[src/hpsfc_pkg.sv]
// Package of constants and types for the host port and timing control block
// Overview of operation
// - Timing pulse out delayed by pipeline depth plus two sync stages
// - Tri-level input honoured only when enabled
// - Tri-level low drives enabled outputs' level
// - One ten-bit bidirectional host data bus
// - Bus modes: 10-bit, 8+2, plain 8-bit
// - Field parity used only when interlaced
// - Odd and even fields strictly alternate
// - Write data captured at chip select rise
// - Read/write select picks access direction
// - Write when read/write and select low
// - Read when read/write high, select low
// - Command select chooses operation type
// - Command select latched at select fall
// - Timing reaches channel only when enabled
package hpsfc_pkg;
   localparam int          DATA_W        = 10;
   localparam int          PIPE_DEPTH    = 8;
   localparam int          CMD_W         = 2;
   localparam int          PTR_W         = 8;
   localparam int          CTL_REGS      = 8;
   localparam int          CTL_AW        = 3;
   // Command select codes
   localparam logic [1:0]  CMD_ADDR      = 2'h0;
   localparam logic [1:0]  CMD_PALETTE   = 2'h1;
   localparam logic [1:0]  CMD_CTRL      = 2'h2;
   localparam logic [1:0]  CMD_EXTRA     = 2'h3;
   // Bus width modes
   localparam logic [1:0]  BUS_10        = 2'h0;
   localparam logic [1:0]  BUS_8P2       = 2'h1;
   localparam logic [1:0]  BUS_8         = 2'h2;
   // Control register indices and bit positions
   localparam logic [2:0]  CR1_IDX       = 3'h1;
   localparam logic [2:0]  CR2_IDX       = 3'h2;
   localparam logic [2:0]  CR4_IDX       = 3'h4;
   localparam int          TRI_EN_POS    = 7;
   localparam int          GRN_EN_POS    = 2;
   localparam int          RED_EN_POS    = 1;
   localparam int          BLU_EN_POS    = 2;
   localparam int          BUSMODE_POS   = 0;
   localparam int          INTERLACE_POS = 3;
   localparam logic [9:0]  CTL_RESET     = 10'h000;
   // Output level codes per channel
   typedef enum logic [1:0] {
      HPSFC_LVL_VIDEO,
      HPSFC_LVL_BLANK,
      HPSFC_LVL_SYNC,
      HPSFC_LVL_TRI
   } hpsfc_level_t;
   typedef enum logic [1:0] {
      HPSFC_IDLE,
      HPSFC_ACCESS,
      HPSFC_DONE
   } hpsfc_state_t;

   // Byte-lane merge for the 8+2 and 8-bit modes
   function automatic logic [9:0] hpsfc_merge(input logic [1:0] mode,
                                              input logic       hi,
                                              input logic [9:0] old,
                                              input logic [9:0] bus);
      logic [9:0] r;
      r = bus;
      if (mode == BUS_8P2) begin
         r = hi ? {bus[1:0], old[7:0]} : {old[9:8], bus[7:0]};
      end else if (mode == BUS_8) begin
         r = {2'h0, bus[7:0]};
      end
      return r;
   endfunction : hpsfc_merge
endpackage : hpsfc_pkg

[src/hpsfc_mem_if.sv]
// Interface between the host port and its palette memory
`timescale 1ns/1ps
`default_nettype none
interface hpsfc_mem_if;
   logic       we;
   logic [7:0] addr;
   logic [9:0] wdata;
   logic [9:0] rdata;
   modport ctl (output we, output addr, output wdata, input rdata);
   modport mem (input we, input addr, input wdata, output rdata);
endinterface : hpsfc_mem_if
`default_nettype wire

[src/hpsfc_palette.sv]
// Palette memory, 256 words of ten bits, registered read
`timescale 1ns/1ps
`default_nettype none
module hpsfc_palette (
   input  wire logic   i_mclk,
   hpsfc_mem_if.mem    mem
);
   logic [9:0] store [256];
   logic [9:0] rd;

   // Registered read keeps the host path timing simple
   always_ff @(posedge i_mclk) begin
      if (mem.we) begin
         store[mem.addr] <= mem.wdata;
      end
      rd <= store[mem.addr];
   end
   assign mem.rdata = rd;
endmodule : hpsfc_palette
`default_nettype wire

[src/hpsfc_top.sv]
// Host port, timing pulse pipeline and field tracking
`timescale 1ns/1ps
`default_nettype none
module hpsfc_top (
   input  wire logic                     i_mclk,
   input  wire logic                     i_rst,
   input  wire logic                     i_chip_sel_n,
   input  wire logic                     i_read_write,
   input  wire logic [hpsfc_pkg::CMD_W-1:0] i_host_command_select,
   input  wire logic [hpsfc_pkg::DATA_W-1:0] i_host_data_bus,
   output logic [hpsfc_pkg::DATA_W-1:0]  o_host_data_bus,
   output logic                          o_host_data_bus_oe,
   input  wire logic                     i_timing_pulse_n,
   input  wire logic                     i_picture_off_n,
   input  wire logic                     i_hdtv_tri_level_ctl_n,
   input  wire logic                     i_field_parity,
   output logic                          o_delayed_timing_pulse_out_n,
   output hpsfc_pkg::hpsfc_level_t       o_red_level,
   output hpsfc_pkg::hpsfc_level_t       o_green_level,
   output hpsfc_pkg::hpsfc_level_t       o_blue_level,
   output logic                          o_odd_field,
   output logic                          o_field_error
);
   import hpsfc_pkg::*;

   // Two-stage synchronisers for all pin inputs
   logic [7:0] s1;
   logic [7:0] s2;
   always_ff @(posedge i_mclk or posedge i_rst) begin
      if (i_rst) begin
         s1 <= 8'hFF;
         s2 <= 8'hFF;
      end else begin
         s1 <= {i_chip_sel_n, i_read_write, i_host_command_select,
                i_timing_pulse_n, i_picture_off_n,
                i_hdtv_tri_level_ctl_n, i_field_parity};
         s2 <= s1;
      end
   end
   logic       cs_n;
   logic       rw;
   logic [1:0] cmd_pin;
   logic       tp_n;
   logic       blank_n;
   logic       tri_n;
   logic       parity;
   assign cs_n    = s2[7];
   assign rw      = s2[6];
   assign cmd_pin = s2[5:4];
   assign tp_n    = s2[3];
   assign blank_n = s2[2];
   assign tri_n   = s2[1];
   assign parity  = s2[0];

   // Data bus is sampled twice too; stable while chip select is low
   logic [9:0] d1;
   logic [9:0] d2;
   always_ff @(posedge i_mclk or posedge i_rst) begin
      if (i_rst) begin
         d1 <= 10'h000;
         d2 <= 10'h000;
      end else begin
         d1 <= i_host_data_bus;
         d2 <= d1;
      end
   end

   // Host access state
   hpsfc_state_t state;
   hpsfc_state_t next_state;
   logic         cs_q;
   logic [1:0]   cmd;
   logic [1:0]   next_cmd;
   logic         rw_q;
   logic         next_rw_q;
   logic [7:0]   ptr;
   logic [7:0]   next_ptr;
   logic         hi;
   logic         next_hi;
   logic [9:0]   ctl [CTL_REGS];
   logic [9:0]   next_ctl [CTL_REGS];
   logic [9:0]   extra;
   logic [9:0]   next_extra;
   logic [9:0]   pal_hold;
   logic [9:0]   next_pal_hold;
   logic [9:0]   rdata;
   logic [9:0]   next_rdata;
   logic         oe;
   logic         next_oe;
   logic         fall;
   logic         rise;
   logic [1:0]   mode;
   logic [9:0]   rd_word;

   hpsfc_mem_if  mif ();
   hpsfc_palette u_pal (
      .i_mclk (i_mclk),
      .mem    (mif)
   );

   assign fall = cs_q & ~cs_n;
   assign rise = ~cs_q & cs_n;
   assign mode = ctl[CR1_IDX][BUSMODE_POS +: 2];

   // Read data for the currently latched target
   function automatic logic [9:0] rd_sel(input logic [1:0] c,
                                         input logic [7:0] p,
                                         input logic [9:0] pal,
                                         input logic [9:0] cr,
                                         input logic [9:0] ex);
      logic [9:0] r;
      r = 10'h000;
      case (c)
         CMD_ADDR:    r = {2'h0, p};
         CMD_PALETTE: r = pal;
         CMD_CTRL:    r = cr;
         CMD_EXTRA:   r = ex;
         default:     r = 10'h000;
      endcase
      return r;
   endfunction : rd_sel
   assign rd_word = rd_sel(cmd, ptr, mif.rdata, ctl[ptr[CTL_AW-1:0]],
                           extra);

   // Next-state logic of the host port
   always_comb begin
      next_state    = state;
      next_cmd      = cmd;
      next_rw_q     = rw_q;
      next_ptr      = ptr;
      next_hi       = hi;
      next_extra    = extra;
      next_pal_hold = pal_hold;
      next_rdata    = rdata;
      next_oe       = oe;
      for (int k = 0; k < CTL_REGS; k++) begin
         next_ctl[k] = ctl[k];
      end
      mif.we    = 1'b0;
      mif.addr  = ptr;
      mif.wdata = pal_hold;
      case (state)
         HPSFC_IDLE: begin
            if (fall) begin
               next_cmd   = cmd_pin;
               next_rw_q  = rw;
               next_state = HPSFC_ACCESS;
            end
         end
         HPSFC_ACCESS: begin
            // Read drives the bus only with select low and rw high
            next_oe    = rw_q & ~cs_n;
            next_rdata = rd_word;
            if (mode == BUS_8P2 && hi) begin
               next_rdata = {8'h00, rd_word[9:8]};
            end else if (mode != BUS_10) begin
               next_rdata = {2'h0, rd_word[7:0]};
            end
            if (rise) begin
               next_oe    = 1'b0;
               next_state = HPSFC_DONE;
               if (!rw_q) begin
                  // Write taken at chip select rise
                  case (cmd)
                     CMD_ADDR: begin
                        next_ptr = d2[7:0];
                        next_hi  = 1'b0;
                     end
                     CMD_PALETTE: begin
                        next_pal_hold = hpsfc_merge(mode, hi, pal_hold,
                                                    d2);
                     end
                     CMD_CTRL: begin
                        next_ctl[ptr[CTL_AW-1:0]] = d2;
                     end
                     CMD_EXTRA: begin
                        next_extra = d2;
                     end
                     default: begin
                        next_extra = extra;
                     end
                  endcase
               end
            end
         end
         HPSFC_DONE: begin
            next_state = HPSFC_IDLE;
            if (cmd == CMD_PALETTE) begin
               // 8+2 pairs two accesses, low byte first
               if (mode == BUS_8P2 && !hi) begin
                  next_hi = 1'b1;
               end else begin
                  next_hi  = 1'b0;
                  mif.we   = ~rw_q;
                  next_ptr = 8'(ptr + 8'h01);
               end
            end
         end
         default: begin
            next_state = HPSFC_IDLE;
         end
      endcase
   end

   always_ff @(posedge i_mclk or posedge i_rst) begin
      if (i_rst) begin
         state    <= HPSFC_IDLE;
         cs_q     <= 1'b1;
         cmd      <= CMD_ADDR;
         rw_q     <= 1'b1;
         ptr      <= 8'h00;
         hi       <= 1'b0;
         extra    <= 10'h000;
         pal_hold <= 10'h000;
         rdata    <= 10'h000;
         oe       <= 1'b0;
         for (int k = 0; k < CTL_REGS; k++) begin
            ctl[k] <= CTL_RESET;
         end
      end else begin
         state    <= next_state;
         cs_q     <= cs_n;
         cmd      <= next_cmd;
         rw_q     <= next_rw_q;
         ptr      <= next_ptr;
         hi       <= next_hi;
         extra    <= next_extra;
         pal_hold <= next_pal_hold;
         rdata    <= next_rdata;
         oe       <= next_oe;
         for (int k = 0; k < CTL_REGS; k++) begin
            ctl[k] <= next_ctl[k];
         end
      end
   end
   assign o_host_data_bus    = rdata;
   assign o_host_data_bus_oe = oe;

   // Timing pulse pipeline, matches pixel path depth
   logic [PIPE_DEPTH-1:0] pipe;
   logic [PIPE_DEPTH-1:0] next_pipe;
   logic                  tri_act;
   logic                  next_tri_act;
   always_comb begin
      next_pipe    = {pipe[PIPE_DEPTH-2:0], tp_n};
      // Source keeps tri-level inside blanking; gated anyway
      next_tri_act = ctl[CR1_IDX][TRI_EN_POS] & ~tri_n
                   & ~blank_n;
   end
   always_ff @(posedge i_mclk or posedge i_rst) begin
      if (i_rst) begin
         pipe    <= {PIPE_DEPTH{1'b1}};
         tri_act <= 1'b0;
      end else begin
         pipe    <= next_pipe;
         tri_act <= next_tri_act;
      end
   end
   assign o_delayed_timing_pulse_out_n = pipe[PIPE_DEPTH-1];

   // Per-channel level from blank, timing and tri-level
   function automatic hpsfc_level_t lvl(input logic en,
                                        input logic blk_n,
                                        input logic t_n,
                                        input logic tri_on);
      hpsfc_level_t r;
      r = HPSFC_LVL_VIDEO;
      if (en && tri_on) begin
         r = HPSFC_LVL_TRI;
      end else if (en && !t_n) begin
         r = HPSFC_LVL_SYNC;
      end else if (!blk_n) begin
         r = HPSFC_LVL_BLANK;
      end
      return r;
   endfunction : lvl

   hpsfc_level_t next_red;
   hpsfc_level_t next_grn;
   hpsfc_level_t next_blu;
   always_comb begin
      next_red = lvl(ctl[CR4_IDX][RED_EN_POS], blank_n, tp_n, tri_act);
      next_grn = lvl(ctl[CR2_IDX][GRN_EN_POS], blank_n, tp_n, tri_act);
      next_blu = lvl(ctl[CR4_IDX][BLU_EN_POS], blank_n, tp_n, tri_act);
   end
   always_ff @(posedge i_mclk or posedge i_rst) begin
      if (i_rst) begin
         o_red_level   <= HPSFC_LVL_BLANK;
         o_green_level <= HPSFC_LVL_BLANK;
         o_blue_level  <= HPSFC_LVL_BLANK;
      end else begin
         o_red_level   <= next_red;
         o_green_level <= next_grn;
         o_blue_level  <= next_blu;
      end
   end

   // Field tracking; parity read only at vertical blank in interlace
   logic par_q;
   logic next_par_q;
   logic odd;
   logic next_odd;
   logic ferr;
   logic next_ferr;
   logic ilace;
   assign ilace = ctl[CR1_IDX][INTERLACE_POS];
   always_comb begin
      next_par_q = parity;
      next_odd   = odd;
      next_ferr  = ferr;
      if (!ilace) begin
         next_odd  = 1'b0;
         next_ferr = 1'b0;
      end else if (!blank_n && parity != par_q) begin
         // Fields assumed to alternate; a repeat flags an error
         next_odd  = ~odd;
         next_ferr = (parity == odd);
      end
   end
   always_ff @(posedge i_mclk or posedge i_rst) begin
      if (i_rst) begin
         par_q <= 1'b0;
         odd   <= 1'b0;
         ferr  <= 1'b0;
      end else begin
         par_q <= next_par_q;
         odd   <= next_odd;
         ferr  <= next_ferr;
      end
   end
   assign o_odd_field   = odd;
   assign o_field_error = ferr;
endmodule : hpsfc_top
`default_nettype wire

[config.mk]
export PLATFORM = sky130hd
export DESIGN_NAME = hpsfc_top
export DESIGN_NICKNAME = d
export VERILOG_FILES = /design/src/hpsfc_pkg.sv /design/src/hpsfc_mem_if.sv /design/src/hpsfc_palette.sv /design/src/hpsfc_top.sv
export SDC_FILE = /design/constraint.sdc
export NUM_CORES = 2
export LEC_CHECK = 0
export BUFFER_PORTS_ARGS = -buffer_cell sky130_fd_sc_hd__buf_2
export CAP_MARGIN = 30
export CORE_MARGIN = 4
export CORE_UTILIZATION = 45
export DETAILED_ROUTE_END_ITERATION = 8
export PLACE_DENSITY_LB_ADDON = 0.12
export RECOVER_POWER = 25
export SLEW_MARGIN = 20
export SYNTH_ARGS = -nofsm -noshare
export SYNTH_HDL_FRONTEND = slang
export SYNTH_SLANG_ARGS = --single-unit
[constraint.sdc]
create_clock -name i_mclk -period 8.86 [get_ports i_mclk]
set_input_delay 0.886 -clock i_mclk [delete_from_list [all_inputs] [get_ports i_mclk]]
set_output_delay 0.886 -clock i_mclk [all_outputs]
set_load 0.01 [all_outputs]
# Yosys cells after proc, flatten, opt, wreduce, memory -nomap -nowiden

Memories as Yosys holds them, arrays and structs flattened. A register that Yosys moved wholly into a read port is not among the register bits.
Index checks and enable logic that the tools add are counted.
Widths: inputs -> output; s select.

Register bits: 180
Memory bits (writable): 2560
Bits of input ports: 20
Output and inout port bits: 20
Memories kept: 1

Memories:

| memory      | words | width | read ports | clocked after memory_dff | wr ports | line               | text |
|---|---|---|---|---|---|---|---|
| u_pal.store | 256   | 10    | 1          | 1                        | 1        | hpsfc_palette.sv:8 | `logic [9:0] store [256];` |

Add/subtract/negate cells: 1
$lt $le $gt $ge: 2
Eq/ne operators: 18
Mux-type cells: 44
Bitwise logic cells: 12
Reduce and logical (&&, ||, !) cells: 25

Operator list:

| operator            | count |
|---|---|
| $bwmux 80           | 1 |
| $mux 10             | 8 |
| $mux 8              | 5 |
| $pmux 10 s4         | 1 |
| $bmux 10 s3         | 1 |
| $demux 10 s3        | 1 |
| $mux 1              | 16 |
| $mux 2              | 8 |
| $pmux 8 s2          | 1 |
| $reduce_and 5->1    | 3 |
| $ne 2x2->1 const B  | 7 |
| $logic_and 1x1->1   | 10 |
| $add 8x1->8 const B | 1 |
| $eq 2x2->1 const B  | 4 |
| $reduce_and 4->1    | 2 |
| $eq 2x1->1 const B  | 3 |
| $not 1->1           | 6 |
| $reduce_and 6->1    | 1 |
| $and 1x1->1         | 5 |
| $ge 4x4->1 const B  | 1 |
| $logic_not 2->1     | 2 |
| $lt 4x1->1 const B  | 1 |
| $ne 2x1->1 const B  | 2 |
| $not 3->4           | 1 |
| 7 further kinds     | 11 |

# Longest topological paths before layout

Word-level depth: 7
Gate-level depth with buffers: 13
Depth with buffers taken out: 7

# By module

Synthesis repeated with hierarchy kept, for this count alone.

Cell total of the unflattened synthesis: 4920
Area total of the unflattened synthesis: 105109.6 sq um

Modules (own cells, without submodules):

| module        | instances | cells each | area an instance (sq um) |
|---|---|---|---|
| hpsfc_palette | 1         | 4338       | 97612.4 |
| hpsfc_top     | 1         | 582        | 7497.2 |

# Worst setup path after synthesis

No wires, ideal clock.

Kind: register to register
Start: register pal_hold[8], in the netlist mif.wdata[8]
End: memory u_pal.store[0][8], data pin
Arrival time: 3.183 ns
Setup slack: 4.873 ns
Stages on the path, launching flop included: 1
Path buffers: 0
Cell sequence: dfrtp_1

RTL lines:

| element                | line               | text |
|---|---|---|
| from (decl)            | hpsfc_top.sv:84    | `logic [9:0] pal_hold;` |
| from (signal assigned) | hpsfc_top.sv:228   | `pal_hold <= next_pal_hold;` |
| to (decl)              | hpsfc_palette.sv:8 |  |

Straight into the memory's write port.

# Worst setup path after layout

Start: register pal_hold[0], in the netlist mif.wdata[0]
End: memory u_pal.store[36][0], data pin

Straight into the memory's write port.

==> results.py <==
metrics = {
    "status": {
        "run_status": "finished with violations",
        "violations": "capacitance limit, slew limit",
    },
    "sta": {
        "hold_viol_final": 0,
        "finClkSkew_ns": 0.0515,
        "fin_crit_ns": 6.58,
        "finalSetupViolCount": 0,
        "slew_violations": 1960,
        "max_freq_mhz": 152,
        "tightest_slew_ns": 4.41,
        "setup_tns_ns": 0,
        "rsz0062_at_grt": "false",
        "finalCritPeriodShare_pct": 74.2,
        "maxSlewHeadroom_pct": -195,
    },
    "setup_path": {
        "start_kind": "flip-flop",
        "cp.depth": 3,
        "worstReg2RegEnd": "u_pal.store[36][0]",
        "cp_slowest_cell": "clkbuf_1",
        "rr_worst_depth": 3,
        "cp_max_fo": 72,
        "r2r_slack_ns": 2.28,
        "cp.required_ns": 9.43,
        "crit_buf_inv": 3,
        "end_kind": "flip-flop",
        "critPathArrivalTime_ns": 7.15,
        "path_class": "reg -> reg",
        "crit_top_cell": "clkbuf_1",
        "critical-path-top-delay-family": "buffers and inverters",
        "slowest_delay_ns": 2.27,
        "worstPathCellList": "clkbuf_1 -> clkbuf_1 -> buf_4",
        "timing.rr.start": "mif.wdata[0]",
    },
    "detailed_routing": {
        "drc": 0,
        "wl_um": 347000,
        "vias": 62800,
        "wl_per_cell_um": 35.0,
        "drt.antenna.violating_nets": 0,
        "first_iter_violations": 8293,
        "firstDrtPassIters": 6,
        "vias_per_cell": 6.33,
    },
    "grt": {
        "track_usage_pct": 27.4,
        "grt_pass1_wl_um": 484000,
        "antenna_found_initial": 14,
        "grt_pass1_vias": 60800,
        "overflow": 0,
        "grt_max_degree": 161,
    },
    "hold_path": {
        "worstHoldPathCells": 1,
        "hold_end": "s1[0]",
        "min_path_type": "in -> reg",
        "worstHoldStart": "i_field_parity",
    },
    "pwr": {
        "powerDensity_nw_per_um2": 338,
        "irDropWorstVdd_v": 0.000261,
        "leakage_nw": 39.5,
    },
    "cts": {
        "clkLatencyLatePin_ns": 0.95,
        "cts-root-buf": "clkbuf_16",
        "htreeDepth": 5,
        "cts_tree": "yes",
        "clock-sinks": 2750,
        "cts_buffers": 304,
        "clockBufferDepth": 4,
        "clk_pin_slew_ns": 0.06,
    },
    "floorplanning": {
        "die_area_um2": 248000,
        "boundaryPins": 40,
        "die_w_um": 498,
        "die_y_um": 498,
        "initial_utilization_pct": 45.3,
        "core-area_um2": 238000,
        "rows": 179,
    },
    "final_layout": {
        "nets": 6567,
        "final_cells": 9925,
        "area_delta_synth_final_pct": 12.5,
        "mostFrequentLayoutCells": "edfxtp_1 (2,560), nor2_1 (506), mux2i_1 (466), clkbuf_16 (313), a21oi_1 (288)",
        "final_common_cell": "edfxtp_1",
        "drive_gt1_share_pct": 17.0,
    },
    "job": {
        "drv_cap": 24,
    },
    "placement": {
        "hpwl_um": 200000,
        "io_buffers": 39,
        "dpl.cell_count": 9314,
        "gp_congestion": 0.845,
    },
    "yosys": {
        "synth_warnings": 0,
        "postSynth.asyncResetShare_pct": 6.55,
        "yosysSeqAreaShare_pct": 75.7,
        "netlist_instances": 6352,
        "synth_edf_count": 2560,
        "ys_types": 77,
        "syn_area_um2": 108000,
        "synth_area_per_cell_um2": 17.0,
        "synth_ff_type": "edfxtp_1",
        "ys_seq_elements": 2750,
        "syn_nets": 6376,
    },
}
## metrics by stage
| step | worst slack [ns] | area (um^2) | hold slack, ns | power, mW | util (%) |
|---|---|---|---|---|---|
| final | 2.28 | 121000 | 0.0656 | 41.1 | 51.0 |
| after global routing | 2.00 | 121000 | 0.0225 | 42.1 | 51.0 |
| after CTS | 3.83 | 121000 | 0.000704 | 40.9 | 50.8 |
| after detailed placement | 3.82 | 112000 | 0.335 | 29.2 | 46.9 |
| after global placement | 3.67 | 111000 | 0.336 | 29.2 | 46.7 |
| after floorplan | 3.14 | 108000 | 0.331 | 23.4 | - |
## how the worst max path moves through the flow
stage	startpoint	end	slack (ns)
after floorplan	i_rst	cmd[0]	3.14
after global placement	mif.addr[2]	u_pal.mem.rdata[4]	3.67
after detailed placement	mif.addr[0]	u_pal.mem.rdata[1]	3.82
after CTS	mif.addr[0]	u_pal.mem.rdata[1]	3.83
after global routing	mif.wdata[0]	u_pal.store[36][0]	2.00
final	mif.wdata[0]	u_pal.store[36][0]	2.28
## cell type report
type | count | area [um^2]
timing repair buffer | 342 | 2720
tap | 3167 | 3960
clock inverter | 131 | 892
inverter | 7 | 41.3
sequential | 2750 | 81600
multi-input combinational | 3138 | 23900
fill | 19400 | 117000
antenna | 5 | 12.5
clock buffer | 385 | 8140
## kinds of logic (layout without fill, tap and decap cells)
family          count (synthesis)  in the layout  share of synthesized area (%)
flops                        2750           2750                           75.7
fa+ha+maj                       4              4                         0.0464
mux                           805            805                           9.02
simple gates                  965            965                           3.83
other cells                     0              5                              0
buf+inv                       464            865                           2.37
xor+xnor                        2              2                         0.0162
compound gates               1362           1362                           9.04
## power breakdown
part / switching [mW] / internal, mW
combinational: 9.40 / 3.36
clock: 4.97 / 6.80
sequential: 0.642 / 15.9
total: 15.0 / 26.0
## synth_stat cells (16+ instances only)
| cell | count | area (um^2) |
|---|---|---|
| a211o_1 | 16 | 140 |
| a211oi_1 | 39 | 293 |
| a21oi_1 | 288 | 1440 |
| a221o_1 | 81 | 811 |
| a221oi_1 | 256 | 2240 |
| a22o_1 | 21 | 184 |
| a22oi_1 | 103 | 773 |
| a31oi_1 | 39 | 244 |
| buf_1 | 35 | 131 |
| buf_2 | 156 | 781 |
| buf_4 | 84 | 631 |
| buf_6 | 37 | 417 |
| clkbuf_1 | 143 | 537 |
| dfrtp_1 | 151 | 3780 |
| dfstp_2 | 29 | 762 |
| edfxtp_1 | 2560 | 76900 |
| mux2_2 | 228 | 2570 |
| mux2i_1 | 466 | 4660 |
| mux4_2 | 111 | 2500 |
| nand2_1 | 239 | 897 |
| nand2b_1 | 19 | 119 |
| nand3_1 | 80 | 400 |
| nand4_1 | 17 | 106 |
| nor2_1 | 515 | 1930 |
| nor3_1 | 19 | 95.1 |
| o2111ai_1 | 20 | 175 |
| o211ai_1 | 71 | 533 |
| o21ai_0 | 214 | 1070 |
| o221ai_1 | 44 | 385 |
| o22ai_1 | 19 | 119 |
| o2bb2ai_1 | 63 | 552 |
## sequential cells by signal, indices dropped and copies added, names as in the netlist, 8 cells and up
| signal | cells |
|---|---|
| d2 | 10 |
| s2 | 8 |
| extra | 10 |
| u_pal.mem.rdata | 10 |
| o_host_data_bus | 10 |
| pipe | 8 |
| u_pal.store | 2560 |
| mif.wdata | 10 |
| s1 | 8 |
| mif.addr | 8 |
| d1 | 10 |
| ctl | 80 |
## routing by layer
metal  vias to the layer above  GRT usage, %  wire length (um)
met1                     32800          39.0            142000
li1                      25900             -                 -
met3                       688          5.45             32800
met4                         6          10.8             15500
met5                         -             0                42
met2                      3417          41.6            157000
## what timing repair did
item	in CTS	in global routing
resized for setup	0	0
endpoints found under the setup margin	0	0
hold buffers	12	0
setup buffers	0	0
hold endpoints to repair	12	0
No activity file was read; power rests on OpenSTA's default activity.
